**config.mk**
```make
export PLATFORM = sky130hd
export DESIGN_NAME = pch_config_header
export DESIGN_NICKNAME = d
export VERILOG_FILES = /design/src/pch_pkg.sv /design/src/pch_lat_if.sv /design/src/pch_config_header.sv /design/src/pch_latency_counter.sv
export SDC_FILE = /design/constraint.sdc
export NUM_CORES = 1
export LEC_CHECK = 0
export ABC_CLOCK_PERIOD_IN_PS = 5200
export BUFFER_PORTS_ARGS = -buffer_cell sky130_fd_sc_hd__clkbuf_2
export CAP_MARGIN = 20
export CORE_ASPECT_RATIO = 1.1
export CORE_MARGIN = 10
export CORE_UTILIZATION = 55
export DETAILED_ROUTE_END_ITERATION = 10
export PLACE_DENSITY = 0.85
export SYNTH_ARGS = -nofsm -noshare
export SYNTH_HDL_FRONTEND = slang
export SYNTH_SLANG_ARGS = --single-unit
```
**constraint.sdc**
```tcl
create_clock -name CLK -period 5.2 [get_ports CLK]
set_clock_uncertainty 0.05 [all_clocks]
set_input_delay 0 -clock CLK [delete_from_list [all_inputs] [get_ports CLK]]
set_output_delay 0 -clock CLK [all_outputs]
set_load 0.02 [all_outputs]
```
**src/pch_pkg.sv**
```systemverilog
// package: offsets, field layout and reset values for config header
package pch_pkg;
  localparam logic [7:0]  OFS_CLASS_CODE_AND_REVISION = 8'h08;
  localparam logic [7:0]  OFS_LATENCY_AND_CACHE_LINE  = 8'h0c;
  localparam logic [7:0]  OFS_HEADER_KIND_SELF_TEST   = 8'h0e;
  localparam logic [7:0]  OFS_HOST_CTRL_WINDOW_BASE   = 8'h10;
  localparam logic [7:0]  OFS_COMMAND                 = 8'h04;
  localparam logic [7:0]  FUNCTION_CATEGORY           = 8'h0c;
  localparam logic [7:0]  SERIAL_SUBCLASS             = 8'h00;
  localparam logic [7:0]  PROGRAMMING_MODEL_CODE      = 8'h10;
  localparam logic [7:0]  SELF_TEST_BYTE              = 8'h00;
  localparam logic [7:0]  HEADER_KIND                 = 8'h00;
  localparam logic [15:0] LAT_CACHE_RESET             = 16'h0000;
  localparam logic [20:0] WINDOW_PTR_RESET            = 21'h0;
  localparam int          WINDOW_PTR_LSB              = 11;
  localparam int          MEM_ENABLE_BIT              = 1;
  localparam logic [3:0]  WINDOW_LOW_FLAGS            = 4'h0;
  localparam logic [6:0]  WINDOW_SIZE_BITS            = 7'h00;
endpackage : pch_pkg

```
**src/pch_lat_if.sv**
```systemverilog
// interface: latency counter control and status between config and counter
`timescale 1ns/1ps
interface pch_lat_if;
  logic       ce;
  logic [7:0] limit;
  logic       frame_start;
  logic       xfer_active;
  logic       expired;
  modport cfg (output ce, output limit, output frame_start,
               output xfer_active, input expired);
  modport cnt (input ce, input limit, input frame_start,
               input xfer_active, output expired);
endinterface : pch_lat_if

```
**src/pch_config_header.sv**
```systemverilog
// module: config header slice of a serial bus host-controller function
`timescale 1ns/1ps
module pch_config_header
  import pch_pkg::*;
#(
  parameter logic [7:0] SILICON_REVISION = 8'h5a // arbitrary value
)
(
  input  wire logic        CLK,
  input  wire logic        NRST,
  input  wire logic        CE,
  input  wire logic        CFG_WR,
  input  wire logic        CFG_RD,
  input  wire logic [7:0]  CFG_ADDR,
  input  wire logic [3:0]  CFG_BE,
  input  wire logic [31:0] CFG_WDATA,
  output logic      [31:0] CFG_RDATA,
  input  wire logic        MEM_CYCLE,
  input  wire logic [31:0] MEM_ADDR,
  output logic             MEM_HIT,
  input  wire logic        FRAME_START,
  input  wire logic        XFER_ACTIVE,
  input  wire logic        GNT_N,
  input  wire logic [1:0]  MEM_CMD_KIND,
  output logic             TERMINATE,
  output logic      [7:0]  LINE_LENGTH,
  output logic             LINE_LENGTH_VALID
);
  logic        rst_sync1;
  logic        rst_n;
  logic [7:0]  latency_limit;
  logic [7:0]  system_line_length;
  logic [20:0] host_window_pointer;
  logic        memory_response_enable;
  logic [31:0] next_rdata;
  pch_lat_if   lat ();
  logic        wr_lat_line;
  logic        wr_window;
  logic        wr_command;

  // merge one byte lane when its enable is set
  function automatic logic [7:0] lane(input logic [7:0] old_v,
                                      input logic [7:0] new_v,
                                      input logic       en);
    lane = en ? new_v : old_v;
  endfunction : lane

  // config write decode, shared by every writable register
  function automatic logic wr_sel(input logic       ce_v,
                                  input logic       wr_v,
                                  input logic [7:0] addr_v,
                                  input logic [7:0] ofs);
    wr_sel = ce_v && wr_v && addr_v == ofs;
  endfunction : wr_sel

  // pointer and wired low bits must tile the 32-bit base word exactly
  if (WINDOW_PTR_LSB + $bits(host_window_pointer) != 32)
  begin : g_window_geometry
    $error("window pointer and low bits do not tile the base word");
  end

  // write decode per register; reads need no decode beyond the mux
  // CE folded in here, so a frozen clock also drops config writes
  assign wr_lat_line = wr_sel(CE, CFG_WR, CFG_ADDR,
                              OFS_LATENCY_AND_CACHE_LINE);
  assign wr_window   = wr_sel(CE, CFG_WR, CFG_ADDR,
                              OFS_HOST_CTRL_WINDOW_BASE);
  assign wr_command  = wr_sel(CE, CFG_WR, CFG_ADDR, OFS_COMMAND);

  // reset release through two flops; assert stays asynchronous
  always_ff @(posedge CLK or negedge NRST)
  begin
    if (!NRST)
    begin
      rst_sync1 <= 1'b0;
      rst_n     <= 1'b0;
    end
    else
    begin
      rst_sync1 <= 1'b1;
      rst_n     <= rst_sync1;
    end
  end

  // latency and line length; upper lanes at 0Ch are read-only
  always_ff @(posedge CLK or negedge rst_n)
  begin
    if (!rst_n)
    begin
      system_line_length <= LAT_CACHE_RESET[7:0];
      latency_limit      <= LAT_CACHE_RESET[15:8];
    end
    else if (wr_lat_line)
    begin
      system_line_length <= lane(system_line_length, CFG_WDATA[7:0],
                                 CFG_BE[0]);
      latency_limit      <= lane(latency_limit, CFG_WDATA[15:8],
                                 CFG_BE[1]);
      // lanes 2-3 map header kind and self test, dropped here
    end
  end

  // window pointer: only bits 31-11 store, lower bits are wired
  always_ff @(posedge CLK or negedge rst_n)
  begin
    if (!rst_n)
      host_window_pointer <= WINDOW_PTR_RESET;
    else if (wr_window)
    begin
      host_window_pointer[20:13] <= lane(host_window_pointer[20:13],
                                         CFG_WDATA[31:24], CFG_BE[3]);
      host_window_pointer[12:5]  <= lane(host_window_pointer[12:5],
                                         CFG_WDATA[23:16], CFG_BE[2]);
      if (CFG_BE[1])
        host_window_pointer[4:0] <= CFG_WDATA[15:11];
    end
  end

  // memory response enable, the one command bit this slice keeps
  always_ff @(posedge CLK or negedge rst_n)
  begin
    if (!rst_n)
      memory_response_enable <= 1'b0;
    else if (wr_command && CFG_BE[0])
      memory_response_enable <= CFG_WDATA[MEM_ENABLE_BIT];
  end

  // read mux; unmapped offsets read zero, class word is constant
  always_comb
  begin
    next_rdata = 32'h0000_0000;
    unique case (CFG_ADDR)
      OFS_CLASS_CODE_AND_REVISION:
        next_rdata = {FUNCTION_CATEGORY, SERIAL_SUBCLASS,
                      PROGRAMMING_MODEL_CODE,
                      SILICON_REVISION};
      OFS_LATENCY_AND_CACHE_LINE:
        next_rdata = {SELF_TEST_BYTE, HEADER_KIND, latency_limit,
                      system_line_length};
      OFS_HEADER_KIND_SELF_TEST:
        next_rdata = {16'h0000, SELF_TEST_BYTE, HEADER_KIND};
      OFS_HOST_CTRL_WINDOW_BASE:
        next_rdata = {host_window_pointer, WINDOW_SIZE_BITS,
                      WINDOW_LOW_FLAGS};
      OFS_COMMAND:
        next_rdata = {30'h0, memory_response_enable, 1'b0};
      default:
        next_rdata = 32'h0000_0000;
    endcase
  end

  // registered read data, captured on a read strobe
  always_ff @(posedge CLK or negedge rst_n)
  begin
    if (!rst_n)
      CFG_RDATA <= 32'h0000_0000;
    else if (CE && CFG_RD)
      CFG_RDATA <= next_rdata;
  end

  // window decode: 2K region, gated by the enable
  always_ff @(posedge CLK or negedge rst_n)
  begin
    if (!rst_n)
      MEM_HIT <= 1'b0;
    else if (CE)
      MEM_HIT <= MEM_CYCLE && memory_response_enable &&
                 MEM_ADDR[31:WINDOW_PTR_LSB] == host_window_pointer;
  end

  // latency counter wiring
  assign lat.ce          = CE;
  assign lat.limit       = latency_limit;
  assign lat.frame_start = FRAME_START;
  assign lat.xfer_active = XFER_ACTIVE;

  pch_latency_counter u_lat (
    .clk   (CLK),
    .rst_n (rst_n),
    .lat   (lat)
  );

  // terminate only once grant is gone after expiry, not on expiry alone
  always_ff @(posedge CLK or negedge rst_n)
  begin
    if (!rst_n)
      TERMINATE <= 1'b0;
    else if (CE)
      TERMINATE <= XFER_ACTIVE && lat.expired && GNT_N;
  end

  // line length offered for line, multiple and invalidate commands
  always_ff @(posedge CLK or negedge rst_n)
  begin
    if (!rst_n)
    begin
      LINE_LENGTH       <= 8'h00;
      LINE_LENGTH_VALID <= 1'b0;
    end
    else if (CE)
    begin
      LINE_LENGTH       <= system_line_length;
      LINE_LENGTH_VALID <= MEM_CMD_KIND != 2'b00;
    end
  end
endmodule : pch_config_header

```
**src/pch_latency_counter.sv**
```systemverilog
// module: initiator latency counter in bus clock cycles
`timescale 1ns/1ps
module pch_latency_counter
  import pch_pkg::*;
(
  input  wire logic clk,
  input  wire logic rst_n,
  pch_lat_if.cnt    lat
);
  logic [7:0] count;

  // restart from zero at frame assertion, stop at the programmed value
  always_ff @(posedge clk or negedge rst_n)
  begin
    if (!rst_n)
      count <= 8'h00;
    else if (lat.ce)
    begin
      if (lat.frame_start)
        count <= 8'h00;
      else if (lat.xfer_active && count != lat.limit)
        count <= count + 8'h01;
    end
  end

  // expiry sticks until the next frame begins
  always_ff @(posedge clk or negedge rst_n)
  begin
    if (!rst_n)
      lat.expired <= 1'b0;
    else if (lat.ce)
    begin
      if (lat.frame_start)
        lat.expired <= 1'b0;
      else if (lat.xfer_active && count == lat.limit)
        lat.expired <= 1'b1;
    end
  end
endmodule : pch_latency_counter

```
Word-level counts from Yosys, hierarchy flattened

Cells that the tools add are included.

$add $sub $neg: 1
Equal/unequal tests: 7
Muxes and demuxes: 5
Reductions and logical operators: 22

Operators by type and width:

| operator              | number |
|---|---|
| $pmux W32 S4          | 1 |
| $eq A21 B21 Y1        | 1 |
| $eq A8 B4 Y1 const B  | 2 |
| $mux W8               | 2 |
| $reduce_and A2 Y1     | 7 |
| $logic_and A1 B1 Y1   | 12 |
| $add A8 B1 Y8 const B | 1 |
| $eq A8 B3 Y1 const B  | 1 |
| $eq A8 B5 Y1 const B  | 1 |
| $eq A8 B8 Y1          | 1 |
| $ne A8 B8 Y1          | 1 |
| $reduce_bool A2 Y1    | 3 |
| $mux W1               | 2 |

Register bits: 92
Input bits: 87
Output and inout bits: 43
Logic and storage cells: 50

Longest topological paths before layout

Gate-level depths: netlist (run 1).

Word-level depth: 4
Mapped depth: 7
Mapped depth without buffers: 6

Hierarchy

From an unflattened synthesis (run 1), not the netlist that was laid out.

Cell total of the unflattened synthesis: 317
Area total of the unflattened synthesis: 4147.7 um2

By module, submodules not included:

| module              | times used | cells an instance | area each (um2) | sequential area each (um2) |
|---|---|---|---|---|
| pch_config_header   | 1          | 246               | 3465.8          | 2077.0 |
| pch_latency_counter | 1          | 71                | 681.9           | 225.2 |

Worst setup path before layout (run 1)

OpenSTA, ideal clock, no wires.

Kind: reg-to-reg
Start: register u_lat.count[2]
End: register u_lat.count[7]
Library setup time: 126 ps
Data arrival time: 1490 ps
Data required time: 5024 ps
Slack: 3534 ps
Cell stages (with the launch flop): 7
Path buffers: 1
Clock period less this slack: 1666 ps
Cell sequence: dfrtp_1 -> clkbuf_2 -> xnor2_1 -> nand4_1 -> o21ai_0 -> or2_2 -> a311o_1

Longest elaborated chain between the ends: 4
Elaborated cells between the ends (all ways): 7
Classes of those cells: add/sub (1); eq/ne (1); mux (2); reduce/logical (3)

RTL lines:

| what                                                                  | RTL line                  | source |
|---|---|---|
| from (decl)                                                           | pch_latency_counter.sv:10 | `logic [7:0] count;` |
| from (signal assigned)                                                | pch_latency_counter.sv:22 | `count <= count + 8'h01;` |
| parallel branches: the longest is 4 deep, another holds $add A8 B1 Y8 | n/a                       |  |

Several ways; the timed one is not identified. The select of a mux whose other input is x is not followed.
A chain may end at the register's enable or synchronous reset.

Final worst setup path (run 1)

Start: input port CFG_ADDR[1]
End: register host_window_pointer[2]

Longest elaborated chain between the ends: 3

RTL lines:

| what                        | RTL line                 | source |
|---|---|---|
| from (decl)                 | pch_config_header.sv:14  | `input wire logic [7:0] CFG_ADDR,` |
| $eq A8 B5 Y1                | pch_config_header.sv:53  | `wr_sel = ce_v && wr_v && addr_v == ofs;` |
| $logic_and A1 B1 Y1         | pch_config_header.sv:53  |  |
| $reduce_and A2 Y1 (no line) | n/a                      |  |
| to (signal assigned)        | pch_config_header.sv:115 | `host_window_pointer[4:0] <= CFG_WDATA[15:11];` |
| to (decl)                   | pch_config_header.sv:33  | `logic [20:0] host_window_pointer;` |

No other way between the ends.

==> results of run 1 <==
-- critical path: cells and delay by family --
kind,cells,cell delay (ns)
buffers and inverters,3,1.24
multiplexers,1,0.30
AND/OR/NAND/NOR,4,1.04
-- final timing paths --
check,from,end,slack (ns),depth (start not counted)
worst max-delay path,CFG_ADDR[1],host_window_pointer[2]$_DFFE_PN0P_,2.82,8
worst min-delay path,CFG_RD,CFG_RDATA[23]$_DFFE_PN0P_,0.002,3
worst max register to register,host_window_pointer[7]$_DFFE_PN0P_,MEM_HIT$_DFFE_PN0P_,3.00,5
worst min register to register,rst_n$_DFF_PN0_,LINE_LENGTH[5]$_DFFE_PN0P_,0.25,0
max in group asynchronous,rst_n$_DFF_PN0_,u_lat.count[5]$_DFFE_PN0P_,3.79,1
min in group asynchronous,rst_n$_DFF_PN0_,LINE_LENGTH[5]$_DFFE_PN0P_,0.25,0
-- through the flow --
| step | cell area [um2] | hold slack, ns |
|---|---|---|
| final | 5570 | 0.00181 |
| after global routing | 5570 | 0.0123 |
| after CTS | 5570 | 0.00618 |
| after detailed placement | 4860 | -0.260 |
| after global placement | 4860 | -0.262 |
| after floorplan | 4190 | -0.346 |
-- kinds of logic (layout without fill, tap and decap cells) --
kind of cell    Yosys count  count (layout)
compound gates           61              61
other cells               1               1
xor+xnor                 30              30
mux                      46              46
flops                    92              92
simple gates             93              93
buf+inv                  16             192
fa+ha+maj                 1               1
-- cell type report --
cell class | count | area share (%)
Clock inverter | 6 | 1.28
Clock buffer | 10 | 2.29
Tap cell | 87 | 1.96
Inverter | 5 | 0.337
Multi-Input combinational cell | 232 | 32.7
Timing Repair Buffer | 171 | 20.0
Sequential cell | 92 | 41.4
-- flip-flops by register name, indices dropped and copies added, names as in the netlist --
register,cells
rst_sync1,1
TERMINATE,1
LINE_LENGTH,8
rst_n,1
u_lat.count,8
CFG_RDATA,32
host_window_pointer,21
lat.limit,8
u_lat.lat.expired,1
memory_response_enable,1
LINE_LENGTH_VALID,1
MEM_HIT,1
system_line_length,8
-- layer usage --
metal,up-vias,routed length [um],share of wire [%]
met5,-,0,0
met2,122,5980,51
met3,22,927,7.9
li1,1578,-,-
met1,1682,4680,40
met4,0,191,1.6
-- cell usage after synthesis, drive strengths merged, types with 3 or more instances --
library cell	n	area share, %
a22o	14	2.9
inv	5	0.45
xnor2	14	2.9
mux2	46	14
a22oi	4	0.72
o311ai	5	1.0
o21ai	20	2.4
nor4	9	1.7
o31ai	3	0.54
and3	3	0.57
nand4	10	1.5
nor2	13	1.3
nand2	38	4.4
buf	3	0.48
xor2	16	3.3
clkbuf	8	0.75
dfrtp	92	55
nand2b	3	0.45
a21oi	5	0.60
nand3	7	0.84
-- report_power, final --
| part | total, mW | switching [mW] | leakage, nW | internal (mW) |
|---|---|---|---|---|
| Sequential | 0.759 | 0.0270 | 1.27 | 0.732 |
| Clock | 0.493 | 0.266 | 0.0935 | 0.227 |
| Combinational | 0.172 | 0.0895 | 1.47 | 0.0825 |
-- repair_timing --
| item | CTS | global route |
|---|---|---|
| gates resized for setup | 0 | 0 |
| setup buffers | 0 | 0 |
| endpoints found under the hold margin | 46 | 0 |
| hold buffers | 51 | 0 |
-- placed cells by master, fill, tap and decap left out, types with 2 or more instances in the layout --
cell           instances
clkbuf_2             118
dfrtp_1               91
dlygate4sd3_1         51
nand2_1               35
mux2_2                25
mux2_4                21
o21ai_0               20
xor2_1                16
a22o_1                14
xnor2_1               14
nor2_1                11
nand4_1               10
clkbuf_8               9
nor4_1                 8
nand3_1                7
inv_1                  5
a21oi_1                5
o311ai_0               5
a22oi_1                4
o31ai_1                3
nand2b_1               3
and4_1                 2
nor3_1                 2
and3_1                 2
o211a_1                2
a31oi_1                2
nor2b_1                2
nor2_2                 2
nand2_8                2
inv_6                  2
clkinvlp_4             2
buf_4                  2
==> impl_metrics.toml, run 1 <==
[floorplanning]
coreArea_um2 = 7430
num_rows = 33
floorplan.initialDensity_pct = 56.4
die_h_um = 112
die-area_um2 = 11500
chipWidth_um = 103
io_pins = 130

[synth]
synth_xor_area_share_pct = 6.27
synth_top_family_by_area = "multiplexers"
syn_inst = 340
synth-simple-area-share_pct = 12.3
muxShareOfSynthArea_pct = 14.2
yosysSeqAreaShare_pct = 54.9
ys_warn_count = 0
synth.distinct_cells = 45
syn_area_per_cell_um2 = 12.3
synthAdderAreaFrac_pct = 0.299
ys_ff_latch = 92
synth-edff-count = 0
synth_fp_nets = 428
synth_flop_cell = "dfrtp_1"
synth_area_um2 = 4190
synth_compound_area_share_pct = 10.2
synthArstFlopShare_pct = 100

[setup_path]
worst_ep_arrival_time_ns = 2.58
critPathMostFrequentCell = "dlygate4sd3_1"
max_stage_delay_ns = 0.57
required_ns = 5.40
crit_type = "in -> reg"
crit_path_end_kind = "flip-flop"
start_kind = "input port"
path_max_fanout = 9
cp_cell_sequence = "dlygate4sd3_1 -> clkbuf_2 -> nor2_1 -> and4_1 -> and3_4 -> nand2_4 -> mux2_4 -> dlygate4sd3_1"
cp_slowest_cell = "dlygate4sd3_1"

[placement]
dp.cells = 536
hpwlAfterDp_um = 8160
numPortBuffers = 118
place_worst_setup_slack_ns = 3.23
place.gp.congestion = 0.908

[layout]
multiInputGateArea_um2 = 1820
diodes = 0
instances_no_fill = 603
synthToLayoutAreaGrowth_pct = 32.8
utilization_pct = 74.9
nets = 599
drive_gt1_share_pct = 37.0
regArea_um2 = 2310
nFillCells = 507

[detailed_routing]
num_vias = 3404
drc = 0
ant_nets = 0
dr.pass1.iters = 4
drt-initial-drc-count = 172
vias_per_cell = 5.65
wl_per_cell_um = 19.5
routed_wl_um = 11800

[global_route]
track_usage_pct = 20.9
first_global_vias = 3685
grt_overflow_total = 0
grt_max_degree = 55
grtUsageMet2_pct = 36.4
grt_pass1_wl_um = 19100
grt_busiest_layer = "met2"
antenna_found_initial = 0
grt_util_met1_pct = 23.7
grt_util_met3_pct = 6.31

[clock_tree]
cts-root-buf = "clkbuf_8"
numCtsBuffers = 9
cts.sinks = 92
cts_tree = "built"
clk_latency_ns = 0.36
cts_buffer_depth = 2
clkSlewWorstSetupHoldPaths_ns = 0.10
cts_max_level = 3

[sta]
worst_pin_slew_ns = 0.668
post-route-period-util_pct = 45.8
setup_tns_ns = 0
slew_viol_final = 0
finalHoldViolations = 0
max_freq_mhz = 420
fin_crit_ns = 2.38
setup_slack_ns = 2.82
rsz0062_at_grt = "false"
maxSlewHeadroom_pct = 55.5
setup_violations = 0

[outcome]
status = "complete, no violations"

[min_path]
hold_class = "in -> reg"

[flow_run]
maxCapViolCount = 0

[power_and_ir_drop]
finalPower_mw = 1.42
p_per_area_nw_per_um2 = 256
p_leak_nw = 2.83
peakVddDrop_mv = 0.165
Power figures use the tool's default switching activity.
==> inputs of run 2 (changes only) <==
--- a/config.mk
+++ b/config.mk
@@ -5,14 +5,14 @@
 export SDC_FILE = /design/constraint.sdc
 export NUM_CORES = 1
 export LEC_CHECK = 0
-export ABC_CLOCK_PERIOD_IN_PS = 5200
+export ABC_CLOCK_PERIOD_IN_PS = 1900
 export BUFFER_PORTS_ARGS = -buffer_cell sky130_fd_sc_hd__clkbuf_2
 export CAP_MARGIN = 20
 export CORE_ASPECT_RATIO = 1.1
 export CORE_MARGIN = 10
-export CORE_UTILIZATION = 55
+export CORE_UTILIZATION = 46
 export DETAILED_ROUTE_END_ITERATION = 10
-export PLACE_DENSITY = 0.85
+export PLACE_DENSITY = 0.76
 export SYNTH_ARGS = -nofsm -noshare
 export SYNTH_HDL_FRONTEND = slang
 export SYNTH_SLANG_ARGS = --single-unit
==> constraint.sdc (replaced) <==
create_clock -name CLK -period 1.9 [get_ports CLK]
set_clock_uncertainty 0.05 [all_clocks]
set_input_delay 0 -clock CLK [delete_from_list [all_inputs] [get_ports CLK]]
set_output_delay 0 -clock CLK [all_outputs]
set_load 0.02 [all_outputs]
==> run 2 against run 1 <==
  * Sequential share of layout area down 0.58 points
  * Wire length fell by 2.1%
  * First-iteration DRC count is 27% lower
  * Die area increased by 16%
  * Global-route usage shrank 3.8 points
  * Core utilization down 11 points
  * Non-clock buffer count rose by 5
  * Sequential cell count stayed put
  * Largest cell class unchanged
==> impl_metrics.toml, run 2 (synthesized netlist as in run 1, its figures left out) <==
[detailed_routing]
vias_per_cell = 5.28
drc = 0
ant_nets = 0
wl_per_cell_um = 18.2
num_vias = 3354
routed_wl_um = 11500
dr.pass1.iters = 4
drt-initial-drc-count = 125

[setup_path]
path_buf_inv = 2
cp_cell_sequence = "clkbuf_2 -> dlygate4sd3_1 -> nor3_1 -> nand3_1 -> nor2_2 -> mux2_2"
required_ns = 2.09
start_kind = "input port"
crit_path_end_kind = "flip-flop"
crit_type = "in -> reg"
worst_ep_arrival_time_ns = 1.97
cp_slowest_cell = "dlygate4sd3_1"
cp_top_family = "simple AND/OR/NAND/NOR gates"
path_max_fanout = 8
max_stage_delay_ns = 0.55
r2r_slack_ns = 0.13

[clock_tree]
cts_max_level = 3
clkSlewWorstSetupHoldPaths_ns = 0.09
clk_latency_ns = 0.35
numCtsBuffers = 9
cts_buffer_depth = 2
cts-root-buf = "clkbuf_8"
cts_tree = "built"
cts.sinks = 92

[floorplanning]
floorplan.initialDensity_pct = 47.2
chipWidth_um = 111
coreArea_um2 = 8870
num_rows = 36
die-area_um2 = 13300
io_pins = 130
die_h_um = 120

[layout]
reg.largest.list = "CFG_RDATA x32, host_window_pointer x21"
synthToLayoutAreaGrowth_pct = 34.7
instances_no_fill = 635
mostFrequentLayoutCells = "clkbuf_2, dfrtp_1, dlygate4sd3_1"
largest_reg_flops = 32
nets = 604
regArea_um2 = 2310
diodes = 0
drive_gt1_share_pct = 38.2
multiInputGateArea_um2 = 1820
final_common_cell = "clkbuf_2"
nFillCells = 694
top_register = "CFG_RDATA"

[power_and_ir_drop]
p_per_area_nw_per_um2 = 673
peakVddDrop_mv = 0.356
p_leak_nw = 2.87
finalPower_mw = 3.80

[sta]
finalHoldViolations = 0
slew_viol_final = 0
setup_slack_ns = 0.119
post-route-period-util_pct = 93.8
setup_tns_ns = 0
fin_crit_ns = 1.78
rsz0062_at_grt = "true"
setup_violations = 0
max_freq_mhz = 561
hold_slack_ns = 0.0203

[placement]
place.gp.congestion = 0.899
numPortBuffers = 118
dp.cells = 570
place_worst_setup_slack_ns = 0.0914
hpwlAfterDp_um = 8520

[global_route]
antenna_found_initial = 0
grt_overflow_total = 0
grt_max_degree = 55
first_global_vias = 3681
grt_pass1_wl_um = 18800
track_usage_pct = 17.1

[flow_run]
maxCapViolCount = 0

[min_path]
hold_class = "in -> reg"

[outcome]
status = "complete, no violations"
## run 2: cell types whose count changed in the layout (fill, tap and decap cells not counted), sizes merged
cell	before	now
bufinv	1	0
dlygate4sd3	51	49
inv	7	6
clkinv	1	3
clkbuf	128	129
buf	2	9
clkinvlp	2	1
## run 2: worst min-delay path, cell delays in order
cell,delay [ns]
clkbuf_2,0.14
a31oi_1,0.15
o21ai_0,0.09
## run 2: area by class of cell
type                       instances  area share [%]
sequential                        92            40.8
timing repair buffer             176            20.8
multi-input combinational        232            32.2
clock buffer                      11            2.68
tap                              114            2.53
clock inverter                     5           0.620
inverter                           5           0.332
## run 2: per-layer routing
layer | wire length (um) | global-route usage [%] | vias to the layer above
met3 | 707 | 4.78 | 18
met5 | 0 | 0 | -
met4 | 170 | 5.63 | 0
li1 | - | - | 1580
met2 | 5930 | 30.5 | 111
met1 | 4730 | 19.4 | 1645
## run 2: repair_timing
| item | 4_1_cts | 5_1_grt |
|---|---|---|
| setup buffers | 0 | 0 |
| hold buffers | 49 | 0 |
| endpoints found under the setup margin | 0 | 3 |
| hold endpoints to repair | 46 | 0 |
| resized for setup | 0 | 1 |
## run 2: through the flow
| stage | instance area (um2) | utilization, % |
|---|---|---|
| after floorplan | 4190 | - |
| after global placement | 4970 | 56.0 |
| after detailed placement | 4970 | 56.0 |
| after CTS | 5650 | 63.6 |
| after global routing | 5650 | 63.6 |
| final | 5650 | 63.6 |
## run 2: final timing paths
kind / from / endpoint / cells past startpoint
worst max register to register: host_window_pointer[8]$_DFFE_PN0P_ / MEM_HIT$_DFFE_PN0P_ / 4
max in group asynchronous: NRST / rst_n$_DFF_PN0_ / 3
worst max-delay path: CFG_ADDR[0] / lat.limit[5]$_DFFE_PN0P_ / 6
min in group asynchronous: rst_n$_DFF_PN0_ / system_line_length[6]$_DFFE_PN0P_ / 1
worst min register to register: rst_n$_DFF_PN0_ / system_line_length[6]$_DFFE_PN0P_ / 1
worst min-delay path: CFG_ADDR[2] / CFG_RDATA[1]$_DFFE_PN0P_ / 3
## run 2: report_power, final
group / leakage [nW] / total, mW / switching [mW] / internal (mW)
Sequential: 1.27 / 2.06 / 0.0572 / 2.00
Clock: 0.0957 / 1.25 / 0.699 / 0.550
Combinational: 1.50 / 0.490 / 0.260 / 0.231
